### src/core/ssb_pkg.sv
// Purpose: shared constants for the servo stop and brake sequencer
// Assumes: 125 MHz hclk, AHB-Lite register access, 32-bit word registers
// Notes:   register offsets are byte addresses of aligned words
package ssb_pkg;
    // clock and timing
    localparam int CLK_PERIOD_NS = 8;             // hclk period
    localparam int UNIT_TIME_NS = 2000000;        // one delay unit is 2 ms
    localparam int UNIT_CYCLES = UNIT_TIME_NS / CLK_PERIOD_NS;
    localparam int SLOW_SPEED_RPM = 30;           // brake may drop at this speed

    // register offsets
    localparam logic [7:0] ADDR_CTRL = 8'h00;     // stop selections, alarm policy
    localparam logic [7:0] ADDR_BRAKE = 8'h04;    // brake delays
    localparam logic [7:0] ADDR_HOLD = 8'h08;     // momentary hold time
    localparam logic [7:0] ADDR_STATUS = 8'h0c;   // live state, read only
    localparam logic [7:0] ADDR_IRQ_STAT = 8'h10; // sticky events, write one to clear
    localparam logic [7:0] ADDR_IRQ_MASK = 8'h14; // interrupt enables

    // ctrl field positions
    localparam int CTRL_PLOSS_LSB = 0;            // power_loss_stop_select, 4 bits
    localparam int CTRL_SOFF_LSB = 4;             // servo_off_stop_select, 4 bits
    localparam int CTRL_ALARM_LSB = 8;            // alarm_stop_select, 2 bits
    localparam int CTRL_UVSEL_BIT = 10;           // undervoltage_alarm_select
    localparam int CTRL_REGEN_LSB = 12;           // regen_resistor_select, 2 bits
    // brake field positions
    localparam int BRAKE_STOP_LSB = 0;            // stopped_brake_delay, 7 bits
    localparam int BRAKE_RUN_LSB = 16;            // running_brake_delay, 7 bits

    // values after reset
    localparam logic [3:0] RST_PLOSS_SEL = 4'h0;
    localparam logic [3:0] RST_SOFF_SEL = 4'h0;
    localparam logic [1:0] RST_ALARM_SEL = 2'h0;
    localparam logic RST_UV_SEL = 1'b1;
    localparam logic [1:0] RST_REGEN_SEL = 2'h0;
    localparam logic [6:0] RST_STOP_DELAY = 7'h0a;   // 10 units
    localparam logic [6:0] RST_RUN_DELAY = 7'h32;    // 50 units
    localparam logic [9:0] RST_HOLD_TIME = 10'h023;  // 35 units

    // limits
    localparam logic [6:0] MAX_BRAKE_DELAY = 7'h64;  // 100 units
    localparam logic [9:0] MIN_HOLD_TIME = 10'h023;  // 35 units
    localparam logic [9:0] MAX_HOLD_TIME = 10'h3e8;  // 1000 units
    localparam logic [3:0] MAX_STOP_SEL = 4'h9;
    localparam logic [6:0] REGEN_INT_LIMIT = 7'h01;  // internal resistor, about 1 %
    localparam logic [6:0] REGEN_EXT_LIMIT = 7'h0a;  // external resistor, 10 %

    // interrupt bits
    localparam int IRQ_SHUTOFF = 0;               // main-power shutoff declared
    localparam int IRQ_ALARM = 1;                 // protective stop started
    localparam int IRQ_SERVO_OFF = 2;             // servo-off stop started
    localparam int IRQ_REGEN = 3;                 // regeneration overload tripped
    localparam int IRQ_WIDTH = 4;

    // sequencer states
    typedef enum logic [2:0] {
        SSB_ST_STOPPED = 3'b000,  // motor unpowered, after-stop action held
        SSB_ST_RUN = 3'b001,      // servo on
        SSB_ST_DECEL = 3'b010,    // stopping, deceleration action applied
        SSB_ST_HOLD = 3'b011      // stopped on servo off, waiting brake delay
    } ssb_state_e;

    // deceleration actions
    typedef enum logic [1:0] {
        SSB_DEC_DB = 2'b00,       // dynamic brake
        SSB_DEC_FREE = 2'b01,     // free run
        SSB_DEC_ESTOP = 2'b10     // emergency stop
    } ssb_dec_e;
endpackage

### src/core/ssb_sequencer.sv
// Purpose: stop-sequence and holding-brake controller of a servo drive
// Assumes: run, supply and trip inputs are asynchronous pins; speed and
//          regeneration rate come from logic on hclk
// Notes:   registers over AHB-Lite, one level interrupt
// Functional notes
// - settings 0-7: odd free run, 2/3/6/7 free after
// - settings 4-7 hold deviation counter, others clear
// - settings 8/9 emergency stop; 8 brake, 9 free
// - protective trip uses alarm selection bits 0 and 1
// - run off applies servo-off selection, same encoding
// - stopped at run off: brake drops, power after delay
// - rotating: brake drops after delay or at 30 rpm
// - selection 0: regen on, alarm past about 1 %
// - selection 1: regen on, alarm past 10 %
// - selection 2: regen on, never alarms
// - selection 3: regen and alarm off, after power cycle
// - shutoff declared after hold time; new value after cycle
// - power-loss selection only when undervoltage selection 0
//
// Added by the designer: register access over AHB-Lite and the placing of the registers.
`timescale 1ns/1ps
`default_nettype none
module ssb_sequencer
    import ssb_pkg::*;
#(
    parameter int UNIT_CYC = UNIT_CYCLES,   // cycles per 2 ms delay unit
    parameter int SPEED_W = 16              // width of the speed estimate
) (
    input wire logic hclk,
    input wire logic hresetn,
    input wire logic hsel,
    input wire logic [7:0] haddr,
    input wire logic [1:0] htrans,
    input wire logic hwrite,
    input wire logic [2:0] hsize,
    input wire logic [31:0] hwdata,
    input wire logic hready,
    output logic hreadyout,
    output logic hresp,
    output logic [31:0] hrdata,
    input wire logic run_cmd,
    input wire logic main_supply_ok,
    input wire logic protect_trip,
    input wire logic [SPEED_W-1:0] speed_rpm,
    input wire logic [6:0] regen_rate_pct,
    output logic servo_power_on,
    output logic cmd_dyn_brake,
    output logic cmd_free_run,
    output logic cmd_estop,
    output logic cmd_servo_free,
    output logic brake_release_out,
    output logic dev_counter_clear,
    output logic regen_enable,
    output logic regen_alarm,
    output logic undervoltage_alarm,
    output logic supply_shutoff,
    output logic irq
);
    initial begin
        if (UNIT_CYC < 1 || SPEED_W < 6) begin
            $error("ssb_sequencer: bad parameters");
        end
    end

    // decoded stop action: deceleration, free after stop, keep deviation
    typedef struct packed {
        ssb_dec_e dec;
        logic free_after;
        logic keep_dev;
    } ssb_act_s;

    // decode a 0..9 stop selection; out-of-range values act as 0
    function automatic ssb_act_s sel_decode(input logic [3:0] sel);
        ssb_act_s a;
        a = '{dec: SSB_DEC_DB, free_after: 1'b0, keep_dev: 1'b0};
        if (sel > MAX_STOP_SEL) begin
            a = '{dec: SSB_DEC_DB, free_after: 1'b0, keep_dev: 1'b0};
        end else if (sel[3]) begin
            a.dec = SSB_DEC_ESTOP;
            a.free_after = sel[0];
        end else begin
            a.dec = sel[0] ? SSB_DEC_FREE : SSB_DEC_DB;
            a.free_after = sel[1];
            a.keep_dev = sel[2];
        end
        return a;
    endfunction

    ////////////////////////////////////////////////////////////////////////
    // input synchronisers
    logic [2:0] sync1_r;  // first stage, read only by the second
    logic [2:0] sync2_r;  // run, supply ok, trip
    always_ff @(posedge hclk or negedge hresetn) begin
        if (!hresetn) begin
            sync1_r <= 3'b010;
            sync2_r <= 3'b010;
        end else begin
            sync1_r <= {protect_trip, main_supply_ok, run_cmd};
            sync2_r <= sync1_r;
        end
    end
    logic run_s, supply_s, trip_s;
    assign run_s = sync2_r[0];
    assign supply_s = sync2_r[1];
    assign trip_s = sync2_r[2];

    ////////////////////////////////////////////////////////////////////////
    // bus address phase capture
    logic dp_valid_r;  // a word transfer is in its data phase
    logic dp_write_r;
    logic [7:0] dp_addr_r;
    logic ap_take;
    assign ap_take = hsel && htrans[1] && hready;
    always_ff @(posedge hclk or negedge hresetn) begin
        if (!hresetn) begin
            dp_valid_r <= 1'b0;
            dp_write_r <= 1'b0;
            dp_addr_r <= 8'h00;
        end else begin
            // only whole-word writes are honoured; other writes pass as no-ops
            dp_valid_r <= ap_take && (hsize == 3'h2);
            dp_write_r <= hwrite;
            dp_addr_r <= haddr;
        end
    end
    assign hreadyout = 1'b1;  // zero wait states
    assign hresp = 1'b0;  // always okay

    logic wr_en;
    assign wr_en = dp_valid_r && dp_write_r;

    ////////////////////////////////////////////////////////////////////////
    // software registers
    logic [3:0] ploss_sel_r, soff_sel_r;
    logic [1:0] alarm_sel_r;
    logic uv_sel_r;
    logic [1:0] regen_sel_r;   // written value, not yet in force
    logic [6:0] stop_dly_r, run_dly_r;
    logic [9:0] hold_time_r;   // written value, not yet in force
    logic [IRQ_WIDTH-1:0] irq_mask_r;
    always_ff @(posedge hclk or negedge hresetn) begin
        if (!hresetn) begin
            ploss_sel_r <= RST_PLOSS_SEL;
            soff_sel_r <= RST_SOFF_SEL;
            alarm_sel_r <= RST_ALARM_SEL;
            uv_sel_r <= RST_UV_SEL;
            regen_sel_r <= RST_REGEN_SEL;
            stop_dly_r <= RST_STOP_DELAY;
            run_dly_r <= RST_RUN_DELAY;
            hold_time_r <= RST_HOLD_TIME;
            irq_mask_r <= '0;
        end else if (wr_en) begin
            case (dp_addr_r)
                ADDR_CTRL: begin
                    ploss_sel_r <= hwdata[CTRL_PLOSS_LSB +: 4];
                    soff_sel_r <= hwdata[CTRL_SOFF_LSB +: 4];
                    alarm_sel_r <= hwdata[CTRL_ALARM_LSB +: 2];
                    uv_sel_r <= hwdata[CTRL_UVSEL_BIT];
                    regen_sel_r <= hwdata[CTRL_REGEN_LSB +: 2];
                end
                ADDR_BRAKE: begin
                    // delays above 100 units saturate at the top of range
                    stop_dly_r <= (hwdata[BRAKE_STOP_LSB +: 7] > MAX_BRAKE_DELAY) ?
                        MAX_BRAKE_DELAY : hwdata[BRAKE_STOP_LSB +: 7];
                    run_dly_r <= (hwdata[BRAKE_RUN_LSB +: 7] > MAX_BRAKE_DELAY) ?
                        MAX_BRAKE_DELAY : hwdata[BRAKE_RUN_LSB +: 7];
                end
                ADDR_HOLD: begin
                    if (hwdata[9:0] < MIN_HOLD_TIME) begin
                        hold_time_r <= MIN_HOLD_TIME;
                    end else if (hwdata[9:0] > MAX_HOLD_TIME) begin
                        hold_time_r <= MAX_HOLD_TIME;
                    end else begin
                        hold_time_r <= hwdata[9:0];
                    end
                end
                ADDR_IRQ_MASK: irq_mask_r <= hwdata[IRQ_WIDTH-1:0];
                default: ;  // status and unmapped: writes ignored
            endcase
        end
    end

    ////////////////////////////////////////////////////////////////////////
    // main supply loss detection and power-cycle settings
    logic [31:0] loss_pre_r;   // cycles inside the current unit
    logic [9:0] loss_cnt_r;    // whole units of continuous loss
    logic shutoff_r;
    logic [1:0] regen_act_r;   // regeneration selection in force
    logic [9:0] hold_act_r;    // hold time in force
    always_ff @(posedge hclk or negedge hresetn) begin
        if (!hresetn) begin
            loss_pre_r <= '0;
            loss_cnt_r <= '0;
            shutoff_r <= 1'b0;
            regen_act_r <= RST_REGEN_SEL;
            hold_act_r <= RST_HOLD_TIME;
        end else if (supply_s) begin
            loss_pre_r <= '0;
            loss_cnt_r <= '0;
            shutoff_r <= 1'b0;
            if (shutoff_r) begin
                // supply back after a shutoff is a power cycle
                regen_act_r <= regen_sel_r;
                hold_act_r <= hold_time_r;
            end
        end else if (!shutoff_r) begin
            if (loss_pre_r == 32'(UNIT_CYC - 1)) begin
                loss_pre_r <= '0;
                loss_cnt_r <= loss_cnt_r + 10'h001;
            end else begin
                loss_pre_r <= loss_pre_r + 32'h1;
            end
            if (loss_cnt_r >= hold_act_r) begin
                shutoff_r <= 1'b1;
            end
        end
    end

    ////////////////////////////////////////////////////////////////////////
    // regeneration policy
    logic regen_trip_r;
    always_ff @(posedge hclk or negedge hresetn) begin
        if (!hresetn) begin
            regen_trip_r <= 1'b0;
        end else if (supply_s && shutoff_r) begin
            regen_trip_r <= 1'b0;  // cleared by the power cycle
        end else begin
            case (regen_act_r)
                2'h0: if (regen_rate_pct > REGEN_INT_LIMIT) regen_trip_r <= 1'b1;
                2'h1: if (regen_rate_pct > REGEN_EXT_LIMIT) regen_trip_r <= 1'b1;
                default: regen_trip_r <= 1'b0;
            endcase
        end
    end

    ////////////////////////////////////////////////////////////////////////
    // stop causes
    logic run_d_r;
    always_ff @(posedge hclk or negedge hresetn) begin
        if (!hresetn) begin
            run_d_r <= 1'b0;
        end else begin
            run_d_r <= run_s;
        end
    end
    logic alarm_any, ploss_stop, soff_stop, stopped, slow;
    assign alarm_any = trip_s || regen_trip_r || (shutoff_r && uv_sel_r);
    assign ploss_stop = shutoff_r && !uv_sel_r;
    assign soff_stop = run_d_r && !run_s;
    assign stopped = (speed_rpm == '0);
    assign slow = (speed_rpm <= SPEED_W'(SLOW_SPEED_RPM));

    ////////////////////////////////////////////////////////////////////////
    // sequencer
    ssb_state_e state_r;
    ssb_act_s act_r;          // latched stop action
    logic [31:0] unit_pre_r;  // cycles inside current brake unit
    logic [6:0] unit_cnt_r;   // elapsed brake units
    logic brake_rel_r;
    logic [IRQ_WIDTH-1:0] ev_set;
    ssb_act_s alarm_act;
    always_comb begin
        alarm_act.dec = alarm_sel_r[0] ? SSB_DEC_FREE : SSB_DEC_DB;
        alarm_act.free_after = alarm_sel_r[1];
        alarm_act.keep_dev = 1'b0;
    end

    always_ff @(posedge hclk or negedge hresetn) begin
        if (!hresetn) begin
            state_r <= SSB_ST_STOPPED;
            act_r <= '{dec: SSB_DEC_DB, free_after: 1'b1, keep_dev: 1'b0};
            unit_pre_r <= '0;
            unit_cnt_r <= '0;
            brake_rel_r <= 1'b0;
        end else begin
            // brake delay units count outside run; run holds them at zero, so they restart on leaving it
            if (unit_pre_r == 32'(UNIT_CYC - 1)) begin
                unit_pre_r <= '0;
                if (unit_cnt_r != 7'h7f) unit_cnt_r <= unit_cnt_r + 7'h01;
            end else begin
                unit_pre_r <= unit_pre_r + 32'h1;
            end
            case (state_r)
                SSB_ST_RUN: begin
                    unit_pre_r <= '0;
                    unit_cnt_r <= '0;
                    if (alarm_any || ploss_stop || soff_stop) begin
                        // alarm has priority over power loss over servo off
                        if (alarm_any) act_r <= alarm_act;
                        else if (ploss_stop) act_r <= sel_decode(ploss_sel_r);
                        else act_r <= sel_decode(soff_sel_r);
                        if (stopped && !alarm_any && !ploss_stop) begin
                            brake_rel_r <= 1'b0;
                            state_r <= SSB_ST_HOLD;
                        end else if (stopped) begin
                            brake_rel_r <= 1'b0;
                            state_r <= SSB_ST_STOPPED;
                        end else begin
                            state_r <= SSB_ST_DECEL;
                        end
                    end
                end
                SSB_ST_DECEL: begin
                    if (slow || unit_cnt_r >= run_dly_r) begin
                        brake_rel_r <= 1'b0;
                    end
                    if (stopped) begin
                        brake_rel_r <= 1'b0;
                        state_r <= SSB_ST_STOPPED;
                    end
                end
                SSB_ST_HOLD: begin
                    // a fault while waiting cuts power at once
                    if (unit_cnt_r >= stop_dly_r || alarm_any || ploss_stop) begin
                        state_r <= SSB_ST_STOPPED;
                    end
                end
                SSB_ST_STOPPED: begin
                    if (run_s && !alarm_any && !ploss_stop && !shutoff_r) begin
                        brake_rel_r <= 1'b1;
                        state_r <= SSB_ST_RUN;
                    end
                end
                default: state_r <= SSB_ST_STOPPED;
            endcase
        end
    end

    ////////////////////////////////////////////////////////////////////////
    // power stage commands, at most one active, registered
    always_ff @(posedge hclk or negedge hresetn) begin
        if (!hresetn) begin
            servo_power_on <= 1'b0;
            cmd_dyn_brake <= 1'b0;
            cmd_free_run <= 1'b0;
            cmd_estop <= 1'b0;
            cmd_servo_free <= 1'b1;
            dev_counter_clear <= 1'b1;
        end else begin
            servo_power_on <= (state_r == SSB_ST_RUN) || (state_r == SSB_ST_HOLD);
            cmd_dyn_brake <= 1'b0;
            cmd_free_run <= 1'b0;
            cmd_estop <= 1'b0;
            cmd_servo_free <= 1'b0;
            dev_counter_clear <= !act_r.keep_dev && (state_r != SSB_ST_RUN);
            case (state_r)
                SSB_ST_DECEL: begin
                    cmd_dyn_brake <= (act_r.dec == SSB_DEC_DB);
                    cmd_free_run <= (act_r.dec == SSB_DEC_FREE);
                    cmd_estop <= (act_r.dec == SSB_DEC_ESTOP);
                end
                SSB_ST_STOPPED: begin
                    cmd_dyn_brake <= !act_r.free_after;
                    cmd_servo_free <= act_r.free_after;
                end
                default: ;  // powered states: no stop command
            endcase
        end
    end
    assign brake_release_out = brake_rel_r;
    assign regen_enable = (regen_act_r != 2'h3);
    assign regen_alarm = regen_trip_r;
    assign undervoltage_alarm = shutoff_r && uv_sel_r;
    assign supply_shutoff = shutoff_r;

    ////////////////////////////////////////////////////////////////////////
    // interrupt status, set wins over a write-one clear
    logic [IRQ_WIDTH-1:0] irq_stat_r;
    logic shutoff_d_r, regen_d_r;
    always_ff @(posedge hclk or negedge hresetn) begin
        if (!hresetn) begin
            shutoff_d_r <= 1'b0;
            regen_d_r <= 1'b0;
        end else begin
            shutoff_d_r <= shutoff_r;
            regen_d_r <= regen_trip_r;
        end
    end
    always_comb begin
        ev_set = '0;
        ev_set[IRQ_SHUTOFF] = shutoff_r && !shutoff_d_r;
        ev_set[IRQ_REGEN] = regen_trip_r && !regen_d_r;
        ev_set[IRQ_ALARM] = (state_r == SSB_ST_RUN) && alarm_any;
        ev_set[IRQ_SERVO_OFF] = (state_r == SSB_ST_RUN) && soff_stop && !alarm_any
            && !ploss_stop;
    end
    always_ff @(posedge hclk or negedge hresetn) begin
        if (!hresetn) begin
            irq_stat_r <= '0;
        end else if (wr_en && dp_addr_r == ADDR_IRQ_STAT) begin
            irq_stat_r <= (irq_stat_r & ~hwdata[IRQ_WIDTH-1:0]) | ev_set;
        end else begin
            irq_stat_r <= irq_stat_r | ev_set;
        end
    end
    assign irq = |(irq_stat_r & irq_mask_r);

    ////////////////////////////////////////////////////////////////////////
    // read data, loaded at the address phase
    always_ff @(posedge hclk or negedge hresetn) begin
        if (!hresetn) begin
            hrdata <= 32'h0000_0000;
        end else if (ap_take && !hwrite) begin
            hrdata <= 32'h0000_0000;
            case (haddr)
                ADDR_CTRL: begin
                    hrdata[CTRL_PLOSS_LSB +: 4] <= ploss_sel_r;
                    hrdata[CTRL_SOFF_LSB +: 4] <= soff_sel_r;
                    hrdata[CTRL_ALARM_LSB +: 2] <= alarm_sel_r;
                    hrdata[CTRL_UVSEL_BIT] <= uv_sel_r;
                    hrdata[CTRL_REGEN_LSB +: 2] <= regen_sel_r;
                end
                ADDR_BRAKE: begin
                    hrdata[BRAKE_STOP_LSB +: 7] <= stop_dly_r;
                    hrdata[BRAKE_RUN_LSB +: 7] <= run_dly_r;
                end
                ADDR_HOLD: hrdata[9:0] <= hold_time_r;
                ADDR_STATUS: begin
                    hrdata[2:0] <= state_r;
                    hrdata[4] <= brake_rel_r;
                    hrdata[5] <= shutoff_r;
                    hrdata[6] <= regen_trip_r;
                    hrdata[7] <= run_s;
                    hrdata[9:8] <= regen_act_r;
                    hrdata[25:16] <= hold_act_r;
                end
                ADDR_IRQ_STAT: hrdata[IRQ_WIDTH-1:0] <= irq_stat_r;
                ADDR_IRQ_MASK: hrdata[IRQ_WIDTH-1:0] <= irq_mask_r;
                default: ;  // unmapped reads zero
            endcase
        end
    end
endmodule
`default_nettype wire

### config.mk
export PLATFORM = sky130hd
export DESIGN_NAME = ssb_sequencer
export DESIGN_NICKNAME = d
export VERILOG_FILES = /design/src/core/ssb_pkg.sv /design/src/core/ssb_sequencer.sv
export SDC_FILE = /design/constraint.sdc
export NUM_CORES = 1
export LEC_CHECK = 0
export BUFFER_PORTS_ARGS = -buffer_cell sky130_fd_sc_hd__clkbuf_2
export CORE_MARGIN = 2
export CORE_UTILIZATION = 59
export DETAILED_ROUTE_END_ITERATION = 8
export PLACE_DENSITY = 0.79
export SYNTH_ARGS = -nofsm -noshare
export SYNTH_HDL_FRONTEND = slang
export SYNTH_SLANG_ARGS = --single-unit
### constraint.sdc
create_clock -name hclk -period 2.8 [get_ports hclk]
set_input_delay 0.42 -clock hclk [delete_from_list [all_inputs] [get_ports hclk]]
set_output_delay 0.42 -clock hclk [all_outputs]
set_load 0.05 [all_outputs]
Word level (Yosys, flattened, before mapping)
Cells that the tools add are included. W data, S select, Z words.

Bits in registers: 196. Input bits: 76. Output and inout bits: 46. Word-level logic and storage cells: 211.

$add $sub $neg: 4. $lt $le $gt $ge: 12. Equal/unequal tests: 30. Mux-type cells: 60. Bitwise operators: 5. Reductions and logical operators: 62.

Operators by type and width (count): $mux W32 (5); $add A32 B1 Y32 const B (2); $eq A32 B18 Y1 const B (2); $mux W10 (5); $mux W7 (5); $eq A8 B5 Y1 const B (4); $eq A8 B4 Y1 const B (3); $pmux W3 S4 (2); $logic_and A1 B1 Y1 (22); $mux W1 (21); $mux W3 (7); $mux W4 (5); $pmux W3 S6 (1); $reduce_and A2 Y1 (9); $eq A8 B3 Y1 const B (2); $le A16 B5 Y1 const B (1); $logic_not A16 Y1 (1); $logic_not A8 Y1 (2); $ge A7 B7 Y1 (2); $gt A7 B7 Y1 const B (2); $pmux W7 S2 (1); $ne A2 B2 Y1 const B (6); $ne A3 B3 Y1 const B (4); $add A10 B1 Y10 const B (1); 30 further kinds (58).

Depth between registers and ports, before layout
Gate-level depths: netlist of run 1.

Word-level depth: 8. Gate-level depth with buffers: 8. Depth with buffers taken out: 7.

Worst setup path before layout of run 1
No wires, ideal clock.

Kind: register to register. Start point: register shutoff_r, in the netlist supply_shutoff. End point: register loss_pre_r[31]. Library setup time: 0.065 ns. Arrival: 2.058 ns. Required time: 2.735 ns. Path slack: 0.677 ns. Stages on the path, launching flop included: 6. Buffers on the path: 0. Period minus slack after synthesis: 2.123 ns. Path through: dfrtp_1 nor2b_1 nor3_1 nand4_1 a2111oi_0 a31o_2.

Word-level cells in the longest chain between the ends: 1.

Ends and longest elaborated chain: start: declaration (line ssb_sequencer.sv:187) `logic shutoff_r;`; start signal: assignment (line ssb_sequencer.sv:194) `shutoff_r <= 1'b0;`; start signal: assignment (line ssb_sequencer.sv:200) `shutoff_r <= 1'b0;`; start signal: assignment (line ssb_sequencer.sv:214) `shutoff_r <= 1'b1;`; $ne A2 B2 Y1 (no source line); end signal: assignment (line ssb_sequencer.sv:211) `loss_pre_r <= loss_pre_r + 32'h1;`; end: declaration (line ssb_sequencer.sv:185) `logic [31:0] loss_pre_r;`.

Every way passes these cells. A chain may end at the register's enable or synchronous reset.

Final worst setup path of run 1
Start point: register dp_addr_r[0]. End point: register hold_time_r[9].

Word-level cells in the longest chain between the ends: 2.

Ends and longest elaborated chain: start: declaration (line ssb_sequencer.sv:111) `logic [7:0] dp_addr_r;`; start signal: assignment (line ssb_sequencer.sv:123) `dp_addr_r <= haddr;`; $eq A8 B4 Y1 (line ssb_sequencer.sv:153) `case (dp_addr_r)`; $reduce_and A2 Y1 (no source line); end signal: assignment (line ssb_sequencer.sv:174) `hold_time_r <= hwdata[9:0];`; end: declaration (line ssb_sequencer.sv:139) `logic [9:0] hold_time_r;`.

Every way passes these cells.

==> results of run 1 <==
## worst max-delay path, cell delays in order (launching register included)
cell	delay, ps
dfrtp_1	360
nor4_1	290
nand4b_1	340
or4b_1	840
mux2_2	370
## area by class of cell
type | count | area share
clock buffer | 18 | 0.0393
inverter | 45 | 0.0151
multi-input combinational | 701 | 0.407
sequential | 195 | 0.439
timing repair buffer | 118 | 0.0597
clock inverter | 14 | 0.0158
tap | 220 | 0.0246
## power breakdown
| group | leakage (nW) | switching (mW) | internal, mW |
|---|---|---|---|
| clock network | 0.286 | 1.11 | 1.44 |
| logic | 2.29 | 0.488 | 0.228 |
| registers | 2.48 | 0.128 | 2.93 |
## path summary, 6_finish.rpt
check	end	slack, ps
max in group asynchronous	sync2_r[1]$_DFF_PN1_	1430
min in group asynchronous	loss_pre_r[21]$_DFFE_PN0P_	540
min	sync1_r[1]$_DFF_PN1_	70
max	hold_time_r[9]$_DFFE_PN0P_	480
min reg2reg	sync2_r[2]$_DFF_PN0_	350
max reg2reg	hold_time_r[9]$_DFFE_PN0P_	480
## metal layers
| metal | share of wire | routed length [µm] | GRT usage | vias to the layer above |
|---|---|---|---|---|
| met5 | 0 | 0 | 0 | - |
| li1 | - | - | - | 3669 |
| met4 | 0.012 | 278 | 0.0626 | 0 |
| met1 | 0.43 | 9860 | 0.356 | 3754 |
| met2 | 0.49 | 11300 | 0.452 | 216 |
| met3 | 0.061 | 1380 | 0.0658 | 19 |
## sequential cells by signal (all words and copies together) (netlist names), 7 cells and up
name and cells:
loss_pre_r 32, hrdata 23, loss_cnt_r 10, hold_time_r 10
hold_act_r 10, unit_pre_r 32, dp_addr_r 8, stop_dly_r 7
run_dly_r 7, unit_cnt_r 7
## logic make-up after synthesis
group | count (synthesis)
AO/OA/AOI/OAI | 144
XOR/XNOR | 61
adder cells (fa/ha/maj) | 28
buffers and inverters | 98
flip-flops | 195
multiplexers | 46
other | 2
AND/OR/NAND/NOR | 411
## Yosys cell counts (4+ instances only)
library cell / count
xor2_1: 22
buf_2: 4
and3_1: 12
or3_1: 14
o21ai_0: 50
a22oi_1: 13
mux2_2: 35
mux2i_1: 8
nand4_1: 25
o31ai_1: 6
nor4b_1: 5
a21oi_1: 26
nor2b_1: 10
nor3_1: 20
inv_1: 45
and4_1: 9
nand2_1: 102
nand2b_1: 7
dfrtp_1: 178
nor4_1: 28
or2_2: 4
xnor2_1: 39
nor2_1: 102
buf_4: 11
nand3_1: 39
nor3b_1: 7
clkbuf_1: 33
and2_1: 4
dfstp_2: 17
a221oi_1: 8
a211oi_1: 4
ha_1: 28
## repair_timing
| action | in CTS | in global routing |
|---|---|---|
| gates resized for setup | 0 | 0 |
| hold buffers | 1 | 0 |
| endpoints found under the hold margin | 9 | 0 |
==> reports/results.tsv, run 1 <==
metric	value	unit
HPWL after detailed placement	16000	µm
row count	47	
number of remaining DRC errors	0	
Hold Path Class	input pin to register	
Clock Tree Buf Depth	2	
Final Wtd Congestion	0.918	
CP Launch Point	dp_addr_r[0]$_DFF_PN0_	
Synth Area in XOR/XNOR	0.0543	
area of the multi-input gates	4550	µm²
slew of the pin with the lowest slew margin	785	ps
leakage power	5.06	nW
post-layout util	0.679	
pre-CTS WS	311	ps
IO Pins	122	
post-synthesis instance total	985	
commonest non-fill, non-tap cell in the layout	dfrtp_1	
largest net degree at the start of global routing	71	
WL/cell	17.4	µm
Crit path required time	3120	ps
fin cells	1311	
CTS tree	done	
placed cell count	1278	
status	finished, final reports clean	
Compound-Gate Fraction of Synth Area	0.0954	
Horiz. Die Dim	133	µm
storage element area	4900	µm²
Clock transition at path regs	70	ps
fin. max-slew vios	0	
headroom to the max-slew limit	0.477	
number of library cell types mapped by synthesis	68	
Yosys reg bits	195	
sequential share of the synthesized area	0.498	
proportion of layout cells with a drive suffix above 1	0.202	
Tcrit/Tclk final	0.828	
GR Overflow Total	0	
top cells by area, synth	dfrtp_1, dfstp_2, mux2_2	
Die Area	17700	µm²
post-layout minimum cycle time	2320	ps
final worst slack	481	ps
R2R depth	4	
initial antenna violation count	0	
CP Capture Type	register	
final instance area	11200	µm²
most frequent cells in the layout	dfrtp_1, nor2_1, nand2_1	
mux cell area share after synthesis	0.0540	
Max VDD drop	0.536	mV
post-synth top area cell	dfrtp_1	
1st-iter DRT viols	602	
placed cell areas	10500	µm²
antenna viol nets, final	0	
area share of fa/ha/maj cells after synthesis	0.0356	
Total Power	6.32	mW
Initial Utilization	0.597	
Mean Syn Cell Area	9.98	µm²
Warnings, synthesis	0	
clock sinks	195	
Area growth syn-to-layout	13.6	%
hold depth	1	
first-pass GRT wire length	37600	µm
Final Net Count	1182	
main combinational cell family by area after synthesis	simple AND/OR/NAND/NOR gates	
Async S/R FF share, synth	1.00	
post-synth top area share	0.453	
CTS H-tree lvls	4	
Root Buffer	clkbuf_16	
max_cap viols	0	
Die H	133	µm
Vias/cell	5.84	
HP Start	main_supply_ok	
detailed-route via count	7658	
CP Max Fanout	16	
GRT Util Overall	0.269	
Primary FF master, synth	dfrtp_1	
RSZ-0062 raised after global routing	false	
highest clock rate	431	MHz
Min Hold Slack	69.5	ps
TNS Setup	0	ps
vias in the first global route	7497	
# setup viols final	0	
Routed Wire Length	22800	µm
skew final	8.58	ps
Post-synth EDFFs	0	
postcts setup bufs	0	
Setup crit start kind	register	
number of antenna diodes	0	
Core ar.	16500	µm²
critical path arrival	2630	ps
Crit Path Class	register to register	
Clock Latency Late Sink	430	ps
Mapped Area	9830	µm²
TritonCTS Buffers	17	
fill count	1292	
drt first pass iters	5	
PD cells	566	nW/µm²
Final Hold Viols	0	
FF-to-FF Start	dp_addr_r[0]$_DFF_PN0_	
I/O Buffers	97	
Post-Synth Simple-Gate Area	0.218	
Note: power is estimated with default switching activity, not from simulation.
==> run 2, diff against run 1 <==
==> constraint.sdc (replaced) <==
create_clock -name hclk -period 2.35 [get_ports hclk]
set_input_delay 0.3525 -clock hclk [delete_from_list [all_inputs] [get_ports hclk]]
set_output_delay 0.3525 -clock hclk [all_outputs]
set_load 0.05 [all_outputs]
==> reports/results.tsv, run 2 (synthesized netlist as in run 1, its figures left out) <==
metric	value	unit	change
HP Start	run_cmd		
Final Wtd Congestion	0.878		-4.4%
Max VDD drop	0.818	mV	+53%
skew final	7.78	ps	-0.798 ps
post-layout util	0.683		+0.00433
first-pass GRT wire length	37700	µm	+0.22%
TritonCTS Buffers	17		unchanged
critical path arrival	2470	ps	-160 ps
GRT Util Overall	0.268		-0.000705
Final Hold Viols	0		unchanged
Clock transition at path regs	70	ps	about the same
headroom to the max-slew limit	0.475		-0.00119
Root Buffer	clkbuf_16		
CTS H-tree lvls	4		unchanged
postcts setup bufs	0		unchanged
Die H	133	µm	unchanged
Clock Latency Late Sink	440	ps	about the same
highest clock rate	465	MHz	+7.8%
row count	47		unchanged
CP cell instances	nor4_1 > nand4b_1 > or4b_1 > mux2_2		
Area growth syn-to-layout	14.4	%	
FF-to-FF Start	dp_addr_r[0]$_DFF_PN0_		
Core ar.	16500	µm²	unchanged
Hold Path Class	input pin to register		
number of remaining DRC errors	0		unchanged
commonest non-fill, non-tap cell in the layout	dfrtp_1		
most frequent cells in the layout	dfrtp_1, nor2_1, nand2_1		
Min Hold Slack	23.7	ps	-45.7 ps
Endpoint, Worst Hold	sync1_r[0]$_DFF_PN0_		
number of antenna diodes	0		unchanged
fin. max-slew vios	0		unchanged
met2 global-route usage	0.438		-0.0141
sequential power share	0.489		+0.006
antenna viol nets, final	0		unchanged
Clock Tree Buf Depth	2		unchanged
Crit Path Class	register to register		
Die Area	17700	µm²	unchanged
vias in the first global route	7546		+0.65%
CP Max Fanout	16		unchanged
leakage power	5.09	nW	+0.66%
CP max stage delay	780	ps	-60 ps
max_cap viols	0		unchanged
Logic pwr share	0.127		+0.014
Setup crit start kind	register		
I/O Buffers	97		unchanged
RR Endpoint	hold_time_r[9]$_DFFE_PN0P_		
TNS Setup	0	ps	unchanged
proportion of layout cells with a drive suffix above 1	0.206		+0.00471
initial antenna violation count	0		unchanged
IO Pins	122		unchanged
status	finished, final reports clean		
GRT met3 Usage	0.0590		-0.00685
RSZ-0062 raised after global routing	false		
top flop regs	loss_pre_r (32), unit_pre_r (32), hrdata (23)		
Net Sw Power	2.03	mW	+17%
PD cells	657	nW/µm²	+16%
post-CTS sizing	0		unchanged
hold depth	1		unchanged
CP Capture Type	register		
1st-iter DRT viols	603		+0.17%
Horiz. Die Dim	133	µm	unchanged
clock sinks	195		unchanged
largest net degree at the start of global routing	72		+1.4%
Tcrit/Tclk final	0.915		+0.0870
grt met1 use	0.363		+0.00605
# setup viols final	0		unchanged
CP max stage cell	or4b_1		
Routed Wire Length	22800	µm	about the same
Final Net Count	1192		+0.85%
CTS tree	done		
GR Overflow Total	0		unchanged
Int Pwr	5.36	mW	+17%
Vias/cell	5.88		+0.58%
Initial Utilization	0.597		unchanged
GRT Max-Usage Layer	met2		
Clock power frac	0.384		-0.020
CP Launch Point	dp_addr_r[0]$_DFF_PN0_		
Reg2Reg Setup Slack	200	ps	-280 ps
switching share of total power	0.275		+0.00153
post-layout minimum cycle time	2150	ps	-168 ps
R2R depth	4		unchanged
slew of the pin with the lowest slew margin	787	ps	+1.78 ps
Crit path required time	2670	ps	-450 ps
detailed-route via count	7755		+1.3%
drt first pass iters	5		unchanged
WL/cell	17.2	µm	-0.76%
HPWL after detailed placement	16100	µm	+0.27%
run 2: power groups by stage:
stage / combinational (mW) / sequential [mW] / clock, mW
2_1_floorplan: 0.537 / 3.72 / 0
3_5_place_dp: 0.935 / 3.67 / 0
5_1_grt: 1.04 / 3.63 / 3.02
6_report: 0.941 / 3.61 / 2.83
4_1_cts: 0.947 / 3.61 / 2.88
3_3_place_gp: 0.916 / 3.67 / 0
run 2: worst max-delay path by stage:
stage / depth (start not counted) / endpoint
after CTS: 4 / hold_time_r[9]$_DFFE_PN0P_
after detailed placement: 6 / hrdata[21]$_DFFE_PN0P_
final: 4 / hold_time_r[9]$_DFFE_PN0P_
after global routing: 4 / hold_time_r[6]$_DFFE_PN0P_
after floorplan: 5 / loss_pre_r[31]$_DFFE_PN0P_
after global placement: 6 / hrdata[3]$_DFFE_PN0P_
run 2: layer usage:
| metal | routed length (µm) | share of wire | vias up |
|---|---|---|---|
| li1 | - | - | 3681 |
| met3 | 1260 | 0.056 | 34 |
| met4 | 359 | 0.016 | 0 |
| met1 | 9960 | 0.44 | 3800 |
| met2 | 11200 | 0.49 | 240 |
| met5 | 0 | 0 | - |
run 2: layout make-up:
type	instances	area, µm²
fill	1288	5220
sequential	195	4900
multi-input combinational	701	4550
timing repair buffer	128	782
clock buffer	21	470
tap	220	275
inverter	45	169
clock inverter	10	101
run 2: per-stage QoR:
| stage | setup WS (ps) | area, µm² | total power [mW] | std cells |
|---|---|---|---|---|
| floorplan | 227 | 9870 | 4.26 | 994 |
| global placement | 66.3 | 10700 | 4.58 | 1287 |
| detailed placement | -7.38 | 10700 | 4.60 | 1287 |
| CTS | 167 | 11200 | 7.43 | 1320 |
| global route | 23.1 | 11200 | 7.68 | 1320 |
| finish | 199 | 11200 | 7.39 | 1320 |
run 2: what timing repair did:
item | 4_1_cts | 5_1_grt
setup endpoints to repair | 0 | 0
hold buffers | 2 | 0
hold endpoints to repair | 65 | 0
run 2: worst max-delay path: cells and delay by family, from the launching register on:
family / cells / cell delay [ps]
simple gates: 3 / 1280
mux: 1 / 380
flops: 1 / 370
==> run 3, diff against run 2 <==
==> constraint.sdc (replaced) <==
create_clock -name hclk -period 2.35 [get_ports hclk]
set_input_delay 0.5875 -clock hclk [delete_from_list [all_inputs] [get_ports hclk]]
set_output_delay 0.5875 -clock hclk [all_outputs]
set_load 0.05 [all_outputs]
==> reports/results.tsv, run 3 (synthesized netlist as in run 1, its figures left out) <==
metric	value	unit	change
status	finished, final reports clean		
WL met1	10000	µm	+0.38%
postcts setup bufs	0		unchanged
Root Buffer	clkbuf_16		
Logic pwr share	0.129		+0.002
Reg2Reg Setup Slack	170	ps	-30 ps
Area growth syn-to-layout	14.3	%	about the same
top flop regs	loss_pre_r (32), unit_pre_r (32), hrdata (23)		
leakage power	5.10	nW	+0.27%
area of the multi-input gates	4550	µm²	unchanged
Int Pwr	5.29	mW	-1.2%
max_cap viols	0		unchanged
Max VDD drop	0.723	mV	-12%
FF-to-FF Start	stop_dly_r[3]$_DFFE_PN1P_		
clock sinks	195		unchanged
most frequent cells in the layout	dfrtp_1, nor2_1, nand2_1		
Final Hold Viols	0		unchanged
switching share of total power	0.273		-0.00222
TritonCTS Buffers	17		unchanged
post-layout util	0.683		about the same
Min Hold Slack	143	ps	+119 ps
Hold Path Class	input pin to async pin		
WL/cell	17.1	µm	-0.85%
Clock power frac	0.374		-0.010
commonest non-fill, non-tap cell in the layout	dfrtp_1		
skew final	7.31	ps	-0.468 ps
CP Max Fanout	21		+5
critical path arrival	1620	ps	-850 ps
CTS H-tree lvls	4		unchanged
drt first pass iters	5		unchanged
detailed-route via count	7649		-1.4%
number of remaining DRC errors	0		unchanged
first-pass GRT wire length	37600	µm	-0.28%
final instance area	11200	µm²	about the same
Die Area	17700	µm²	unchanged
Initial Utilization	0.597		unchanged
fin. max-slew vios	0		unchanged
CP Capture Type	primary output		
PD cells	648	nW/µm²	-1.4%
CP Launch Point	supply_shutoff$_DFF_PN0_		
number of antenna diodes	0		unchanged
GR Overflow Total	0		unchanged
antenna viol nets, final	0		unchanged
Vias/cell	5.78		-1.6%
Setup crit start kind	register		
Hold-fix buffers, CTS	0		-2
storage element area	4900	µm²	unchanged
CP cell instances	buf_4 > clkbuf_2		
Core ar.	16500	µm²	unchanged
TNS Setup	0	ps	unchanged
IO Pins	122		unchanged
Met3 Wirelength	1180	µm	-6.4%
fin cells	1323		+0.23%
Final Net Count	1194		+0.17%
crit path to	supply_shutoff		
Highest Signal Layer	met4		
vias in the first global route	7569		+0.30%
met2 wire length	11100	µm	-1.0%
GRT Util Overall	0.268		-0.000287
row count	47		unchanged
Crit path required time	1760	ps	-910 ps
1st-iter DRT viols	555		-8.0%
CP max stage cell	dfrtp_1		
Clock transition at path regs	70	ps	about the same
largest net degree at the start of global routing	64		-11%
Tcrit/Tclk final	0.938		+0.0224
CP max stage delay	510	ps	-270 ps
initial antenna violation count	1		+1
Net Sw Power	1.98	mW	-2.3%
placed cell count	1291		+0.31%
headroom to the max-slew limit	0.490		+0.0149
Routed Wire Length	22600	µm	-0.62%
sequential power share	0.496		+0.007
HPWL after detailed placement	16200	µm	+0.67%
RSZ-0062 raised after global routing	false		
# setup viols final	0		unchanged
RR Endpoint	state_r[0]$_DFFE_PN0P_		
post-layout minimum cycle time	2200	ps	+52.7 ps
Clock Latency Late Sink	440	ps	about the same
Crit Path Class	register to primary output		
Die H	133	µm	unchanged
slew of the pin with the lowest slew margin	765	ps	-22.4 ps
proportion of layout cells with a drive suffix above 1	0.208		+0.00125
placed cell areas	10700	µm²	+0.40%
Clock Tree Buf Depth	2		unchanged
Horiz. Die Dim	133	µm	unchanged
R2R depth	6		+2
Final Wtd Congestion	0.890		+1.4%
highest clock rate	454	MHz	-2.4%
post-CTS sizing	0		unchanged
I/O Buffers	97		unchanged
CTS tree	done		
fill count	1300		+0.93%
-- run 3: cell types whose count changed in the layout (fill, tap and decap cells not counted), sizes merged --
cell / delta
buf: +4
clkbuf: +1
clkinv: +5
clkinvlp: -3
dlygate4sd3: -2
inv: -2
-- run 3: how the worst min path moves through the flow --
stage	to	slack (ps)	startpoint	cells past startpoint
6_report	dp_addr_r[7]$_DFF_PN0_	140	hresetn	1
5_1_grt	dp_addr_r[7]$_DFF_PN0_	170	hresetn	1
4_1_cts	dp_addr_r[0]$_DFF_PN0_	160	hresetn	1
3_5_place_dp	sync2_r[0]$_DFF_PN0_	340	sync1_r[0]$_DFF_PN0_	0
3_3_place_gp	sync2_r[0]$_DFF_PN0_	330	sync1_r[0]$_DFF_PN0_	0
2_1_floorplan	act_r[0]$_DFFE_PN0P_	290	hresetn	0
-- run 3: final cells by class --
class                   count  share of cell area
flip-flops and latches    195               0.436
multi-input cells         701               0.404
repair buffers            130              0.0716
clock buffers              22              0.0404
well taps                 220              0.0245
inverters                  45              0.0150
clock inverters            10             0.00802
-- run 3: worst max-delay path, delay by kind of cell (launching register included) --
| kind | cells | cell delay (ps) |
|---|---|---|
| buffers and inverters | 2 | 660 |
| DFF | 1 | 510 |
-- run 3: power groups by stage --
stage	logic, mW	registers, mW	clock network, mW
6_report	0.942	3.61	2.73
5_1_grt	1.04	3.63	2.92
4_1_cts	0.948	3.61	2.76
3_5_place_dp	0.934	3.67	0
3_3_place_gp	0.918	3.66	0
2_1_floorplan	0.537	3.72	0
-- run 3: layer usage --
| layer | up-vias | track usage |
|---|---|---|
| met5 | - | 0 |
| li1 | 3682 | - |
| met2 | 209 | 0.434 |
| met4 | 0 | 0.0792 |
| met1 | 3726 | 0.366 |
| met3 | 32 | 0.0605 |
-- run 3: through the flow --
step | setup slack (ps) | total power [mW]
final | 146 | 7.28
after global routing | 40.8 | 7.59
after global placement | -162 | 4.58
after floorplan | 110 | 4.26
after CTS | 156 | 7.32
after detailed placement | -234 | 4.60
